--- src/sid_pkg.sv ---
// Shared constants, register map and carrier types for the status indicator driver
package sid_pkg;

  // Clock and time base
  localparam int unsigned CLK_HZ        = 25_000_000;
  localparam int unsigned MS_PER_S      = 1000;
  localparam int unsigned TICK_MS       = 1;
  localparam int unsigned CYCLES_PER_MS = CLK_HZ / MS_PER_S * TICK_MS;

  // Indicator timing in milliseconds
  localparam int unsigned NVM_HALF_MS   = 500;
  localparam int unsigned USB_HALF_MS   = 250;
  localparam int unsigned SLOW_HALF_MS  = 750;
  localparam int unsigned FAST_HALF_MS  = 100;
  localparam int unsigned ERR_PULSE_S   = 1;
  localparam int unsigned ERR_PULSE_MS  = ERR_PULSE_S * MS_PER_S;
  localparam int unsigned WARM_STEP_MS  = 200;
  localparam int unsigned WARM_STEPS    = 5;
  localparam int unsigned TMR_W         = 12;

  // Register map, byte addresses
  localparam int unsigned ADDR_W        = 8;
  localparam logic [7:0]  ADDR_CTRL     = 8'h00;
  localparam logic [7:0]  ADDR_STATUS   = 8'h04;
  localparam logic [7:0]  ADDR_IRQ_STAT = 8'h08;
  localparam logic [7:0]  ADDR_IRQ_MASK = 8'h0c;
  localparam logic [7:0]  ADDR_IP       = 8'h10;

  // Field positions and reset values
  localparam int unsigned CTRL_PLX_BIT  = 0;
  localparam logic [31:0] CTRL_RESET    = 32'h0;
  localparam int unsigned IRQ_W         = 3;
  localparam int unsigned IRQ_BUS_BIT   = 0;
  localparam int unsigned IRQ_PLC_BIT   = 1;
  localparam int unsigned IRQ_NVM_BIT   = 2;
  localparam logic [2:0]  IRQ_RESET     = 3'h0;
  localparam int unsigned STAT_WARM_BIT = 7;
  localparam logic [1:0]  RESP_OKAY     = 2'h0;
  localparam logic [1:0]  RESP_SLVERR   = 2'h2;

  // Status inputs from the module's own logic
  typedef struct packed {
    logic nvm_error;
    logic eth_no_response;
    logic usb_console_active;
    logic eth_rx_error;
    logic eth_normal;
    logic bus_error;
    logic plc_error;
    logic link_up;
    logic conn_open;
  } sid_status_type;

  // Front panel indicator drive, high lights the lamp
  typedef struct packed {
    logic power_led;
    logic traffic_led;
    logic alarm_led;
    logic link_led_a;
    logic link_led_b;
    logic line_led;
    logic comm_err_led;
  } sid_leds_type;

endpackage

--- src/sid_pulse.sv ---
// Retriggerable millisecond pulse timer for one indicator
module sid_pulse
  import sid_pkg::*;
#(
  parameter int unsigned     W   = TMR_W,
  parameter logic [W-1:0]    LEN = W'(ERR_PULSE_MS)
) (
  // Clock and reset
  input  wire logic aclk,
  input  wire logic aresetn,
  // Time base and event
  input  wire logic ms_tick,
  input  wire logic trigger,
  // Pulse output
  output logic      active
);

  logic [W-1:0] count;
  logic [W-1:0] next_count;

  // Next count: a new event reloads the full length
  always_comb begin
    next_count = count;
    if (trigger) begin
      next_count = LEN;
    end else if (ms_tick && count != '0) begin
      next_count = count - W'(1);
    end
  end

  // Register the count and the pulse level
  always_ff @(posedge aclk) begin
    if (!aresetn) begin
      count  <= '0;
      active <= 1'b0;
    end else begin
      count  <= next_count;
      active <= (next_count != '0);
    end
  end
endmodule // sid_pulse

--- src/sid_top.sv ---
// Front-panel status indicator driver with AXI4-Lite registers and interrupt
// Operation
// - Power lamp is steady on, and blinks 500 ms on / 500 ms off while a memory error is flagged.
// - Traffic lamp stays dark while the peer gives no response or the USB console is in use.
// - Traffic lamp blinks at the slow rate while a reception error is flagged.
// - Traffic lamp blinks at the fast rate while Ethernet traffic is normal.
// - Each internal-bus error lights the alarm lamp for one 1 s pulse.
// - While programless PLC exchange is in use the bus-error alarm pulse is suppressed.
// - While powered from a PC over USB the alarm lamp blinks 250 ms on / 250 ms off.
// - Link lamp A follows the link state and link lamp B is always dark.
// - Line lamp is lit while an Ethernet connection is open.
// - Comm error lamp is dark without errors and gives a 1 s pulse on each PLC protocol error.
// - After reset a warm-up lights each lamp but the link lamps in turn before normal display.
// - The rotary switch supplies the third and fourth IP address bytes.
//
// Decided for this implementation: the register addresses and the AXI4-Lite interface to the registers.
module sid_top
  import sid_pkg::*;
#(
  parameter int unsigned MS_CYCLES    = CYCLES_PER_MS,
  parameter int unsigned SLOW_HALF    = SLOW_HALF_MS,
  parameter int unsigned FAST_HALF    = FAST_HALF_MS,
  parameter int unsigned WARM_STEP    = WARM_STEP_MS
) (
  // Clock and reset
  input  wire logic           aclk,
  input  wire logic           aresetn,
  // AXI4-Lite write channels
  input  wire logic [7:0]     s_axi_awaddr,
  input  wire logic           s_axi_awvalid,
  output logic                s_axi_awready,
  input  wire logic [31:0]    s_axi_wdata,
  input  wire logic [3:0]     s_axi_wstrb,
  input  wire logic           s_axi_wvalid,
  output logic                s_axi_wready,
  output logic [1:0]          s_axi_bresp,
  output logic                s_axi_bvalid,
  input  wire logic           s_axi_bready,
  // AXI4-Lite read channels
  input  wire logic [7:0]     s_axi_araddr,
  input  wire logic           s_axi_arvalid,
  output logic                s_axi_arready,
  output logic [31:0]         s_axi_rdata,
  output logic [1:0]          s_axi_rresp,
  output logic                s_axi_rvalid,
  input  wire logic           s_axi_rready,
  // Module status and pins
  input  wire sid_status_type status,
  input  wire logic           usb_power_pin,
  input  wire logic [15:0]    addr_rotary_switch,
  // Indicators, address and interrupt
  output sid_leds_type        leds,
  output logic [15:0]         ip_addr_bytes,
  output logic                irq
);

  localparam int unsigned MS_W = $clog2(MS_CYCLES);
  localparam logic [TMR_W-1:0] HALF_TAB [4] = '{TMR_W'(NVM_HALF_MS), TMR_W'(USB_HALF_MS),
                                                TMR_W'(SLOW_HALF), TMR_W'(FAST_HALF)};
  localparam logic [TMR_W-1:0] STEP_LEN = TMR_W'(WARM_STEP);

  typedef enum logic {WARM, RUN} sid_state_type;

  // Millisecond divider
  logic [MS_W-1:0] ms_cnt;
  logic [MS_W-1:0] next_ms_cnt;
  logic            ms_tick;
  logic            next_ms_tick;

  always_comb begin
    next_ms_tick = (ms_cnt == MS_W'(MS_CYCLES - 1));
    next_ms_cnt  = next_ms_tick ? '0 : ms_cnt + MS_W'(1);
  end

  always_ff @(posedge aclk) begin
    if (!aresetn) begin
      ms_cnt  <= '0;
      ms_tick <= 1'b0;
    end else begin
      ms_cnt  <= next_ms_cnt;
      ms_tick <= next_ms_tick;
    end
  end

  // Blink generators: 0 memory error, 1 USB power, 2 slow, 3 fast
  logic [3:0] blink;
  for (genvar g = 0; g < 4; g++) begin : g_blink
    logic [TMR_W-1:0] cnt;
    logic [TMR_W-1:0] next_cnt;
    logic             ph;
    logic             next_ph;
    // Phase kept local so each vector bit has a single driver
    assign blink[g] = ph;
    always_comb begin
      next_cnt = cnt;
      next_ph  = ph;
      if (ms_tick) begin
        if (cnt == HALF_TAB[g] - TMR_W'(1)) begin
          next_cnt = '0;
          next_ph  = ~ph;
        end else begin
          next_cnt = cnt + TMR_W'(1);
        end
      end
    end
    always_ff @(posedge aclk) begin
      if (!aresetn) begin
        cnt <= '0;
        ph  <= 1'b1;
      end else begin
        cnt <= next_cnt;
        ph  <= next_ph;
      end
    end
  end

  // Pin synchronisers; first stages feed only the second stages
  logic        usb_meta, usb_power;
  logic [15:0] sw_meta, sw_sync;
  always_ff @(posedge aclk) begin
    if (!aresetn) begin
      usb_meta  <= 1'b0;
      usb_power <= 1'b0;
      sw_meta   <= 16'h0;
      sw_sync   <= 16'h0;
    end else begin
      usb_meta  <= usb_power_pin;
      usb_power <= usb_meta;
      sw_meta   <= addr_rotary_switch;
      sw_sync   <= sw_meta;
    end
  end

  // Register state
  logic [31:0]      ctrl;
  logic [IRQ_W-1:0] irq_stat, irq_mask;
  logic             nvm_prev;
  logic             plx_on;
  assign plx_on = ctrl[CTRL_PLX_BIT];

  // Error pulses
  logic alarm_pulse, err_pulse, bus_trig;
  assign bus_trig = status.bus_error && !plx_on;
  sid_pulse #(.W(TMR_W), .LEN(TMR_W'(ERR_PULSE_MS))) u_alarm_pulse (
    .aclk    (aclk),
    .aresetn (aresetn),
    .ms_tick (ms_tick),
    .trigger (bus_trig),
    .active  (alarm_pulse)
  );
  sid_pulse #(.W(TMR_W), .LEN(TMR_W'(ERR_PULSE_MS))) u_err_pulse (
    .aclk    (aclk),
    .aresetn (aresetn),
    .ms_tick (ms_tick),
    .trigger (status.plc_error),
    .active  (err_pulse)
  );

  // Warm-up sequencer and indicator drive
  sid_state_type    state, next_state;
  logic [2:0]       step, next_step;
  logic [TMR_W-1:0] step_cnt, next_step_cnt;
  sid_leds_type     next_leds;

  always_comb begin
    next_state    = state;
    next_step     = step;
    next_step_cnt = step_cnt;
    next_leds     = '0;
    next_leds.link_led_a = status.link_up;
    next_leds.link_led_b = 1'b0;
    unique case (state)
      WARM: begin
        next_leds.power_led    = (step == 3'h0);
        next_leds.traffic_led  = (step == 3'h1);
        next_leds.alarm_led    = (step == 3'h2);
        next_leds.line_led     = (step == 3'h3);
        next_leds.comm_err_led = (step == 3'h4);
        if (ms_tick) begin
          if (step_cnt == STEP_LEN - TMR_W'(1)) begin
            next_step_cnt = '0;
            if (step == 3'(WARM_STEPS - 1)) begin
              next_state = RUN;
            end else begin
              next_step = step + 3'h1;
            end
          end else begin
            next_step_cnt = step_cnt + TMR_W'(1);
          end
        end
      end
      RUN: begin
        next_leds.power_led = status.nvm_error ? blink[0] : 1'b1;
        if (status.eth_no_response || status.usb_console_active) begin
          next_leds.traffic_led = 1'b0;
        end else if (status.eth_rx_error) begin
          next_leds.traffic_led = blink[2];
        end else begin
          next_leds.traffic_led = status.eth_normal && blink[3];
        end
        // USB power blink wins over pulse
        next_leds.alarm_led    = usb_power ? blink[1] : alarm_pulse;
        next_leds.line_led     = status.conn_open;
        next_leds.comm_err_led = err_pulse;
      end
    endcase
  end

  always_ff @(posedge aclk) begin
    if (!aresetn) begin
      state    <= WARM;
      step     <= 3'h0;
      step_cnt <= '0;
      leds     <= '0;
    end else begin
      state    <= next_state;
      step     <= next_step;
      step_cnt <= next_step_cnt;
      leds     <= next_leds;
    end
  end

  always_ff @(posedge aclk) begin
    if (!aresetn) begin
      ip_addr_bytes <= 16'h0;
    end else begin
      ip_addr_bytes <= sw_sync;
    end
  end

  // AXI4-Lite slave: address and data held until both arrive
  logic        aw_hold, w_hold, wr_go;
  logic [7:0]  aw_addr;
  logic [31:0] w_data;
  logic [3:0]  w_strb;
  logic [31:0] w_mask;
  logic [31:0] rd_mux;
  logic        rd_ok;
  logic [IRQ_W-1:0] ev, next_irq_stat, next_irq_mask, w1c;
  logic [31:0] next_ctrl;

  assign s_axi_awready = !aw_hold && !s_axi_bvalid;
  assign s_axi_wready  = !w_hold && !s_axi_bvalid;
  assign s_axi_arready = !s_axi_rvalid;
  assign wr_go         = aw_hold && w_hold;
  assign irq           = |(irq_stat & irq_mask);

  // Register update; a new event beats a same-cycle clear
  always_comb begin
    ev[IRQ_BUS_BIT] = status.bus_error;
    ev[IRQ_PLC_BIT] = status.plc_error;
    ev[IRQ_NVM_BIT] = status.nvm_error && !nvm_prev;
    w1c             = '0;
    next_ctrl       = ctrl;
    next_irq_mask   = irq_mask;
    if (wr_go) begin
      unique case (aw_addr)
        ADDR_CTRL:     next_ctrl     = (ctrl & ~w_mask) | (w_data & w_mask);
        ADDR_IRQ_STAT: w1c           = w_data[IRQ_W-1:0] & w_mask[IRQ_W-1:0];
        ADDR_IRQ_MASK: next_irq_mask = (irq_mask & ~w_mask[IRQ_W-1:0]) | (w_data[IRQ_W-1:0] & w_mask[IRQ_W-1:0]);
        default: ;
      endcase
    end
    next_irq_stat = (irq_stat & ~w1c) | ev;
  end

  // Lane mask from the strobes held with the data; the master may drop wstrb once W is taken
  always_comb begin
    for (int b = 0; b < 4; b++) begin
      w_mask[8*b +: 8] = {8{w_strb[b]}};
    end
  end

  // Read decode; unmapped addresses answer SLVERR with zero data
  always_comb begin
    rd_mux = 32'h0;
    rd_ok  = 1'b1;
    unique case (s_axi_araddr)
      ADDR_CTRL:     rd_mux = ctrl;
      ADDR_STATUS:   rd_mux = {24'h0, state == RUN, leds};
      ADDR_IRQ_STAT: rd_mux = {29'h0, irq_stat};
      ADDR_IRQ_MASK: rd_mux = {29'h0, irq_mask};
      ADDR_IP:       rd_mux = {16'h0, sw_sync};
      default:       rd_ok  = 1'b0;
    endcase
  end

  always_ff @(posedge aclk) begin
    if (!aresetn) begin
      aw_hold      <= 1'b0;
      w_hold       <= 1'b0;
      aw_addr      <= 8'h0;
      w_data       <= 32'h0;
      w_strb       <= 4'h0;
      s_axi_bvalid <= 1'b0;
      s_axi_bresp  <= RESP_OKAY;
      s_axi_rvalid <= 1'b0;
      s_axi_rresp  <= RESP_OKAY;
      s_axi_rdata  <= 32'h0;
      ctrl         <= CTRL_RESET;
      irq_stat     <= IRQ_RESET;
      irq_mask     <= IRQ_RESET;
      nvm_prev     <= 1'b0;
    end else begin
      ctrl     <= next_ctrl;
      irq_stat <= next_irq_stat;
      irq_mask <= next_irq_mask;
      nvm_prev <= status.nvm_error;
      if (s_axi_awvalid && s_axi_awready) begin
        aw_hold <= 1'b1;
        aw_addr <= s_axi_awaddr;
      end
      if (s_axi_wvalid && s_axi_wready) begin
        w_hold <= 1'b1;
        w_data <= s_axi_wdata;
        w_strb <= s_axi_wstrb;
      end
      if (wr_go) begin
        aw_hold      <= 1'b0;
        w_hold       <= 1'b0;
        s_axi_bvalid <= 1'b1;
        s_axi_bresp  <= (aw_addr == ADDR_CTRL || aw_addr == ADDR_IRQ_STAT || aw_addr == ADDR_IRQ_MASK ||
                         aw_addr == ADDR_STATUS || aw_addr == ADDR_IP) ? RESP_OKAY : RESP_SLVERR;
      end else if (s_axi_bvalid && s_axi_bready) begin
        s_axi_bvalid <= 1'b0;
      end
      if (s_axi_arvalid && s_axi_arready) begin
        s_axi_rvalid <= 1'b1;
        s_axi_rdata  <= rd_mux;
        s_axi_rresp  <= rd_ok ? RESP_OKAY : RESP_SLVERR;
      end else if (s_axi_rvalid && s_axi_rready) begin
        s_axi_rvalid <= 1'b0;
      end
    end
  end
endmodule // sid_top

--- config.mk ---
export PLATFORM = sky130hd
export DESIGN_NAME = sid_top
export DESIGN_NICKNAME = d
export VERILOG_FILES = /design/src/sid_pkg.sv /design/src/sid_pulse.sv /design/src/sid_top.sv
export SDC_FILE = /design/constraint.sdc
export NUM_CORES = 1
export LEC_CHECK = 0
export CORE_MARGIN = 8
export CORE_UTILIZATION = 45
export CTS_BUF_LIST = sky130_fd_sc_hd__clkbuf_8
export DETAILED_ROUTE_END_ITERATION = 8
export DONT_BUFFER_PORTS = 1
export SLEW_MARGIN = 20
export SYNTH_ARGS = -nofsm -noshare
export SYNTH_HDL_FRONTEND = slang
export SYNTH_SLANG_ARGS = --single-unit
--- constraint.sdc ---
create_clock -name aclk -period 3.1 [get_ports aclk]
set_clock_uncertainty 0.2 [all_clocks]
set_input_delay 0.465 -clock aclk [delete_from_list [all_inputs] [get_ports aclk]]
set_output_delay 0.465 -clock aclk [all_outputs]
set_load 0.02 [all_outputs]
=== Yosys cells after proc, flatten, opt, wreduce, memory -nomap -nowiden ===
Cells that the tools add are included.

* $add $sub $neg: 9
* Equality and inequality tests: 18
* Muxes and demuxes: 29
* Bitwise logic cells: 19
* Reductions and logical operators: 45

{| class="wikitable"
|+ Operators by type and width
! kind !! count
|-
| $pmux 32 s5 || 1
|-
| $mux 12 || 9
|-
| $and 32x32->32 || 2
|-
| $add 12x1->12 const B || 5
|-
| $reduce_bool 12->1 || 4
|-
| $eq 8x4->1 const B || 4
|-
| $not 32->32 || 1
|-
| $or 32x32->32 || 1
|-
| $eq 12x8->1 const B || 2
|-
| $sub 12x1->12 const B || 2
|-
| $eq 8x3->1 const B || 2
|-
| $eq 8x5->1 const B || 2
|-
| $logic_not 8->1 || 2
|-
| $add 15x1->15 const B || 1
|-
| $eq 15x15->1 const B || 1
|-
| $reduce_and 2->1 || 7
|-
| $logic_and 1x1->1 || 13
|-
| $mux 1 || 13
|-
| $and 3x3->3 || 4
|-
| $eq 12x10->1 const B || 1
|-
| $eq 12x7->1 const B || 1
|-
| $eq 12x9->1 const B || 1
|-
| $not 1->1 || 7
|-
| $eq 3x2->1 const B || 2
|-
| other kinds (17) || 32
|}

* Register bits after elaboration: 290
* Bits of input ports: 85
* Output and inout port bits: 65
* Word-level logic and storage cells: 163

=== Longest topological paths before layout ===
Gate-level depths: netlist (run 1).

* Depth after elaboration: 6
* Mapped depth: 8
* Depth with buffers taken out: 7

=== By module ===
A second synthesis (run 1) with hierarchy kept.

* Cell total of the unflattened synthesis: 1,257
* Area total of the unflattened synthesis: 11,523.6 um2

{| class="wikitable"
|+ By module, submodules not included
! module !! times used !! cells each !! area each (um2) !! seq. area each (um2)
|-
| sid_top || 1 || 1,076 || 9,980.8 || 5,225.0
|-
| sid_pulse at u_err_pulse || 1 || 88 || 774.5 || 260.2
|-
| sid_pulse at u_alarm_pulse || 1 || 93 || 768.2 || 260.2
|}

=== Least setup slack after synthesis (run 1) ===
OpenSTA, ideal clock, no wires.

* Path kind: register to register
* From: register u_alarm_pulse.count[2]
* To: register u_alarm_pulse.active
* Arrival time: 2.131 ns
* Required time: 2.775 ns
* Path slack: 0.644 ns
* Stages on the path, launching flop included: 6
* Buffers on the path: 0
* Clock period less this slack: 2.456 ns
* Cell sequence: dfxtp_1 or4b_2 a2111oi_0 xnor2_1 nand2_1 o41a_1

* Cells in the longest elaborated chain, start to end: 5
* Elaborated cells on any way between the ends: 6
* Those cells by class: add/sub: 1; mux: 2; reduce/logical: 3

{| class="wikitable"
|+ Ends and longest elaborated chain
! element !! line !! RTL
|-
| start, declared || sid_pulse.sv:18 || <nowiki>logic [W-1:0] count;</nowiki>
|-
| start signal, assigned || sid_pulse.sv:37 || <nowiki>count <= next_count;</nowiki>
|-
| branches (longest 2 deep; another with $sub 12x1->12) || n/a ||
|-
| $mux 12 * || sid_pulse.sv:26 || <nowiki>end else if (ms_tick && count != '0) begin</nowiki>
|-
| $mux 12 * || sid_pulse.sv:24 || <nowiki>if (trigger) begin</nowiki>
|-
| $reduce_bool 12->1 * || sid_pulse.sv:38 || <nowiki>active <= (next_count != '0);</nowiki>
|-
| end signal, assigned || sid_pulse.sv:38 ||
|-
| end, declared || sid_pulse.sv:15 || <nowiki>output logic active</nowiki>
|}

Mark *: on every way between the ends.
A chain may end at the register's enable or synchronous reset.

=== Worst setup path in the final report (run 1) ===
* From: register u_err_pulse.count[0]
* To: register u_err_pulse.active

* Cells in the longest elaborated chain, start to end: 5
* Elaborated cells on any way between the ends: 6
* Those cells by class: add/sub: 1; mux: 2; reduce/logical: 3

{| class="wikitable"
|+ Ends and longest elaborated chain
! element !! line
|-
| start, declared || sid_pulse.sv:18
|-
| start signal, assigned || sid_pulse.sv:37
|-
| branches (longest 2 deep; another with $sub 12x1->12) || n/a
|-
| $mux 12 * || sid_pulse.sv:26
|-
| $mux 12 * || sid_pulse.sv:24
|-
| $reduce_bool 12->1 * || sid_pulse.sv:38
|-
| end signal, assigned || sid_pulse.sv:38
|-
| end, declared || sid_pulse.sv:15
|}

Marked as above.

==> summary.md, run 1 <==
| Metric | Value |
|---|---|
| Layout cells sized above 1 | `8.00%` |
| CP Class | `flip-flop to flip-flop` |
| # setup viols final | `0` |
| Reg-to-reg endpoint | `u_err_pulse.active$_SDFF_PN0_` |
| Endpoints failing hold | `0` |
| Synthesized area | `11200 µm²` |
| Worst-path clk slew | `0.06 ns` |
| EDFF count, synth | `0` |
| Worst Hold Depth | `3` |
| Crit-path slowest cell | `a2111oi_0` |
| Pwr dens | `588 nW/µm²` |
| DIE AREA | `30300 µm²` |
| Largest net degree at the start of global routing | `83` |
| Tmin final | `2.69 ns` |
| CP Launch Type | `flip-flop` |
| Dpl cell area | `11500 µm²` |
| Slew at the pin closest to its max-slew limit | `0.673 ns` |
| Most frequent cells in the layout | `dfxtp_1, nand2_1, nor2_1` |
| Yosys cell types | `63` |
| Worst min-delay path category | `primary input to flip-flop` |
| Syn_area_per_cell | `8.85 µm²` |
| H-tree depth | `2` |
| Routed Antenna Nets | `0` |
| Slew Limit Fails | `0` |
| Hold Crit Start | `s_axi_araddr[4]` |
| Max FO, Critical Path | `4` |
| Max incr delay on CP | `0.51 ns` |
| Sink Count | `287` |
| Routed len/inst | `15.4 µm` |
| Async S/R FF share, synth | `0%` |
| Skew-Pair Late Insertion Delay | `0.57 ns` |
| Top_reg_cell synth | `dfxtp_1` |
| Top Family by Delay on Critical Path | `compound AO/OA/AOI/OAI gates` |
| Core ar. | `24800 µm²` |
| Reg2reg start | `u_err_pulse.count[0]$_SDFF_PN0_` |
| Drt first pass iters | `5` |
| Max Clk Rate | `372 MHz` |
| Initial antenna violation count | `1` |
| Worst path bufs/invs | `1` |
| Hold slack | `0.0393 ns` |
| Final WL | `26500 µm` |
| Worst-case reg-to-reg path depth | `7` |
| Remaining DRCs | `0` |
| Status | `completed` |
| WP data arrival | `2.88 ns` |
| Seq/Total Area, Yosys | `51.1%` |
| RSZ-0062 raised after global routing | `false` |
| CP Capture Type | `flip-flop` |
| GRT Total Usage | `17.0%` |
| Seq cells post-synth | `287` |
| Worst EP required | `3.30 ns` |
| Maximum VDD drop | `0.000417 V` |
| Area Overhead vs Synth | `19.0%` |
| Width of the die | `174 µm` |
| Post-Syn Instances | `1269` |
| First-pass GRT wire length | `43300 µm` |
| Setup TNS | `0 ns` |
| HPWL after DPL | `17500 µm` |
| Deepest clock path buffer count | `3` |
| Die height | `174 µm` |
| Site row count | `58` |
| Initial core utilization | `45.3%` |
| Cell area after layout | `13400 µm²` |
| Max-slew headroom | `54.5%` |
| Routability cong. | `0.801` |
| P_leak | `4.94 nW` |
| I/O pin count | `150` |
| Vias | `8832` |
| Yosys warnings | `0` |
| Total setup buffers inserted after CTS | `0` |
| Port Buf Inserts | `0` |
| CP cell instances | `inv_1, ha_1, or3b_2, o41ai_4, mux2i_1, a2111oi_0, a41oi_1` |
| DR vias/cell | `5.14` |
| Commonest non-fill, non-tap cell in the layout | `dfxtp_1` |
| CTS Buf Count | `49` |
| Gr ovfl total | `0` |
| Fin crit share | `86.6%` |
| DRT iter0 DRCs | `642` |
| Cts repair resizes | `0` |
| TritonCTS clock tree | `built` |
| CTS root buf | `clkbuf_8` |
| Post-CTS Hold Buffers | `77` |
| Vias in the first global route | `8434` |
| Critical path depth | `7` |
| Reg-to-reg slack, setup | `0.41 ns` |
| Nets | `1453` |
| Hold Crit Endpoint | `s_axi_rresp[1]$_SDFFE_PN0P_` |
| MaxCap Viol Count | `0` |
==> worst register-to-register path, cell delays in order, from the launching register on <==
cell       delay [ns]
dfxtp_1          0.32
inv_1            0.11
ha_1             0.17
or3b_2           0.50
o41ai_4          0.41
mux2i_1          0.12
a2111oi_0        0.51
a41oi_1          0.19
==> metal layers <==
metal | vias up | GRT usage [%] | routed length (µm) | part of all wire [%]
met1 | 4087 | 22.3 | 12600 | 48
met5 | - | 0 | 0 | 0
met2 | 233 | 26.5 | 11700 | 44
met4 | 0 | 5.27 | 468 | 1.8
met3 | 39 | 5.23 | 1740 | 6.5
li1 | 4473 | - | - | -
==> logic make-up after synthesis <==
group	after synthesis	share of synthesized area [%]
other	1	0.0334
buffers and inverters	89	3.22
flip-flops	287	51.1
multiplexers	24	2.17
AO/OA/AOI/OAI	187	9.99
adder cells (fa/ha/maj)	17	1.89
AND/OR/NAND/NOR	575	24.6
XOR/XNOR	89	6.94
==> stage by stage <==
step	power [mW]	std cells	setup slack, ns	util, %
after floorplan	4.18	1271	0.644	-
after global placement	4.25	1553	0.487	46.4
after detailed placement	4.25	1553	0.412	46.4
after CTS	7.95	1718	0.378	53.9
after global routing	8.19	1719	0.207	53.9
final	7.86	1719	0.415	53.9
==> worst max path at each step <==
stage,to,slack [ns],start
2_1_floorplan,u_alarm_pulse.active$_SDFF_PN0_,0.64,u_alarm_pulse.count[2]$_SDFF_PN0_
5_1_grt,u_err_pulse.active$_SDFF_PN0_,0.21,u_err_pulse.count[0]$_SDFF_PN0_
3_5_place_dp,u_err_pulse.active$_SDFF_PN0_,0.41,u_err_pulse.count[0]$_SDFF_PN0_
4_1_cts,u_err_pulse.active$_SDFF_PN0_,0.38,u_err_pulse.count[0]$_SDFF_PN0_
3_3_place_gp,u_err_pulse.active$_SDFF_PN0_,0.49,u_err_pulse.count[0]$_SDFF_PN0_
6_report,u_err_pulse.active$_SDFF_PN0_,0.41,u_err_pulse.count[0]$_SDFF_PN0_
==> cell usage after synthesis (13+ instances only) <==
cell type	n	share of area (%)
and2_1	63	3.5
nand2_1	185	6.2
xnor2_1	41	3.2
nor2_1	138	4.6
ha_1	17	1.9
nor4_1	13	0.72
mux2i_1	21	1.9
inv_1	25	0.84
nand4_1	19	1.1
dfxtp_1	287	51
o21ai_0	24	1.1
a21oi_1	110	4.9
nor3_1	22	0.98
clkbuf_1	53	1.8
xor2_1	48	3.7
nand3_1	68	3.0
and3_1	15	0.84
==> final cells by class <==
| type | count | area [µm²] |
|---|---|---|
| multi-input cells | 895 | 5140 |
| fillers | 2290 | 11500 |
| inverters | 26 | 100 |
| repair buffers | 92 | 901 |
| well taps | 330 | 413 |
| flip-flops and latches | 287 | 5750 |
| clock inverters | 25 | 196 |
| diodes | 1 | 2.50 |
| clock buffers | 63 | 867 |
==> where the power goes <==
group	switching, mW	internal, mW
registers	0.0874	3.78
logic	0.230	0.167
clock network	1.51	2.08
total	1.83	6.03
Note: power is estimated with default switching activity, not from simulation.
==> run 2, diff against run 1 <==
--- a/config.mk
+++ b/config.mk
@@ -5,11 +5,11 @@
 export SDC_FILE = /design/constraint.sdc
 export NUM_CORES = 1
 export LEC_CHECK = 0
+export BUFFER_PORTS_ARGS = -buffer_cell sky130_fd_sc_hd__buf_2
 export CORE_MARGIN = 8
 export CORE_UTILIZATION = 45
 export CTS_BUF_LIST = sky130_fd_sc_hd__clkbuf_8
 export DETAILED_ROUTE_END_ITERATION = 8
-export DONT_BUFFER_PORTS = 1
 export SLEW_MARGIN = 20
 export SYNTH_ARGS = -nofsm -noshare
 export SYNTH_HDL_FRONTEND = slang
==> run 2 against run 1 <==
Critical path depth is the same. Count of clock-buffer cells in the layout shrank 4. Utilization grew 2.1 points. First-iteration DRC count shrank 17%. Flip-flop and latch count is the same. Combinational power grew 22%. Clock power shrank 11%. Critical endpoint unchanged. Highest routed layer unchanged.
==> summary.md, run 2 (same netlist as run 1, synthesis figures left out) <==
| Metric | Value |
|---|---|
| Drt first pass iters | `5` |
| Width of the die | `174 µm` |
| Cts repair resizes | `0` |
| Skew-Pair Late Insertion Delay | `0.56 ns` |
| Multi-input logic area | `5140 µm²` |
| Endpoints failing hold | `0` |
| Area Overhead vs Synth | `23.7%` |
| Reg-to-reg slack, setup | `0.32 ns` |
| WP data arrival | `2.97 ns` |
| Layout Cells excl Fill | `1854` |
| I/O pin count | `150` |
| Die height | `174 µm` |
| Worst-case reg-to-reg path depth | `7` |
| Fin crit share | `89.7%` |
| Worst min-delay path category | `primary input to flip-flop` |
| MaxCap Viol Count | `0` |
| Pwr dens | `543 nW/µm²` |
| Initial antenna violation count | `1` |
| Worst-path clk slew | `0.06 ns` |
| HPWL after DPL | `18300 µm` |
| Tmin final | `2.78 ns` |
| Initial core utilization | `45.3%` |
| CP Capture Type | `flip-flop` |
| DRT iter0 DRCs | `534` |
| GRT Total Usage | `17.6%` |
| Commonest non-fill, non-tap cell in the layout | `dfxtp_1` |
| CP Class | `flip-flop to flip-flop` |
| Remaining DRCs | `0` |
| Routability cong. | `0.847` |
| Seq. cell area | `5750 µm²` |
| Core ar. | `24800 µm²` |
| H-tree depth | `2` |
| DIE AREA | `30300 µm²` |
| Slew Limit Fails | `0` |
| Reg2reg start | `u_err_pulse.count[0]$_SDFF_PN0_` |
| Layout cells sized above 1 | `16.9%` |
| RSZ-0062 raised after global routing | `false` |
| Nets | `1591` |
| CTS Buf Count | `47` |
| FILL cells | `2284` |
| Vias | `9264` |
| Slew at the pin closest to its max-slew limit | `0.805 ns` |
| Hold Crit Endpoint | `u_err_pulse.count[5]$_SDFF_PN0_` |
| Hold Crit Start | `status[2]` |
| Max-slew headroom | `46.1%` |
| Maximum VDD drop | `0.000315 V` |
| Final WL | `27400 µm` |
| CTS root buf | `clkbuf_8` |
| Reg-to-reg endpoint | `u_err_pulse.active$_SDFF_PN0_` |
| CP Launch Type | `flip-flop` |
| Routed len/inst | `14.8 µm` |
| First-pass GRT wire length | `45100 µm` |
| Worst Hold Depth | `3` |
| P_leak | `5.50 nW` |
| Most frequent cells in the layout | `dfxtp_1, nand2_1, buf_2` |
| Gr ovfl total | `0` |
| Port Buf Inserts | `146` |
| DR vias/cell | `5.00` |
| Setup TNS | `0 ns` |
| # setup viols final | `0` |
| Sink Count | `287` |
| TritonCTS clock tree | `built` |
| Largest net degree at the start of global routing | `51` |
| Routed Antenna Nets | `0` |
| Site row count | `58` |
| Max Clk Rate | `360 MHz` |
| Placed insts | `1702` |
| Vias in the first global route | `9041` |
| Total power | `7.54 mW` |
| Max FO, Critical Path | `4` |
| Worst EP required | `3.29 ns` |
| Status | `completed` |
| Deepest clock path buffer count | `3` |
-- run 2: cell count changes in the layout (fill, tap and decap cells not counted), moves of 2 or more --
cell,change
buf_2,+146
buf_4,+2
bufinv_16,-3
clkbuf_8,-4
clkinv_2,+4
dlygate4sd3_1,-8
inv_1,-3
-- run 2: critical path: stages, from the launching register on --
cell and delay, ns:
dfxtp_1 0.32, inv_1 0.12, ha_1 0.18, or3b_2 0.50, o41ai_4 0.43, mux2i_1 0.13
a2111oi_0 0.54, a41oi_1 0.19
-- run 2: power by group --
group | switching, mW | internal [mW]
combinational | 0.274 | 0.209
sequential | 0.0663 | 3.78
clock | 1.48 | 1.73
total | 1.82 | 5.72
-- run 2: layout make-up --
| class | count | share of cell area [%] |
|---|---|---|
| multi-input combinational | 895 | 37.0 |
| inverter | 26 | 0.720 |
| clock inverter | 24 | 0.891 |
| sequential | 287 | 41.3 |
| tap | 330 | 2.97 |
| clock buffer | 59 | 5.84 |
| antenna | 1 | 0.0180 |
| timing repair buffer | 232 | 11.2 |
-- run 2: worst max-delay path by stage --
stage                                      startpoint                              end  slack [ns]
global placement                   ms_tick$_SDFF_PN0_    u_err_pulse.active$_SDFF_PN0_        0.43
finish                u_err_pulse.count[0]$_SDFF_PN0_    u_err_pulse.active$_SDFF_PN0_        0.32
CTS                   u_err_pulse.count[0]$_SDFF_PN0_    u_err_pulse.active$_SDFF_PN0_        0.33
floorplan           u_alarm_pulse.count[2]$_SDFF_PN0_  u_alarm_pulse.active$_SDFF_PN0_        0.64
global route          u_err_pulse.count[0]$_SDFF_PN0_    u_err_pulse.active$_SDFF_PN0_        0.16
detailed placement    u_err_pulse.count[0]$_SDFF_PN0_    u_err_pulse.active$_SDFF_PN0_        0.38
-- run 2: metal layers --
| metal | GRT usage (%) | part of all wire [%] | vias to the layer above | wire, µm |
|---|---|---|---|---|
| met5 | 0 | 0 | - | 0 |
| met4 | 6.70 | 3.2 | 0 | 872 |
| met3 | 4.71 | 5.8 | 70 | 1600 |
| met2 | 27.2 | 43 | 220 | 11800 |
| met1 | 23.1 | 48 | 4225 | 13100 |
| li1 | - | - | 4749 | - |
-- run 2: through the flow --
step | cell area, µm² | util, % | hold slack (ns) | setup WS [ns]
3_3_place_gp | 12300 | 49.5 | 0.214 | 0.431
6_report | 13900 | 56.0 | 0.0335 | 0.320
2_1_floorplan | 11200 | - | 0.212 | 0.644
4_1_cts | 13900 | 56.0 | 0.0121 | 0.327
3_5_place_dp | 12300 | 49.5 | 0.217 | 0.377
5_1_grt | 13900 | 56.0 | 0.0298 | 0.157
-- run 2: what timing repair did --
action	4_1_cts	5_1_grt
hold endpoints to repair	69	0
setup buffers	0	0
hold buffers	68	0
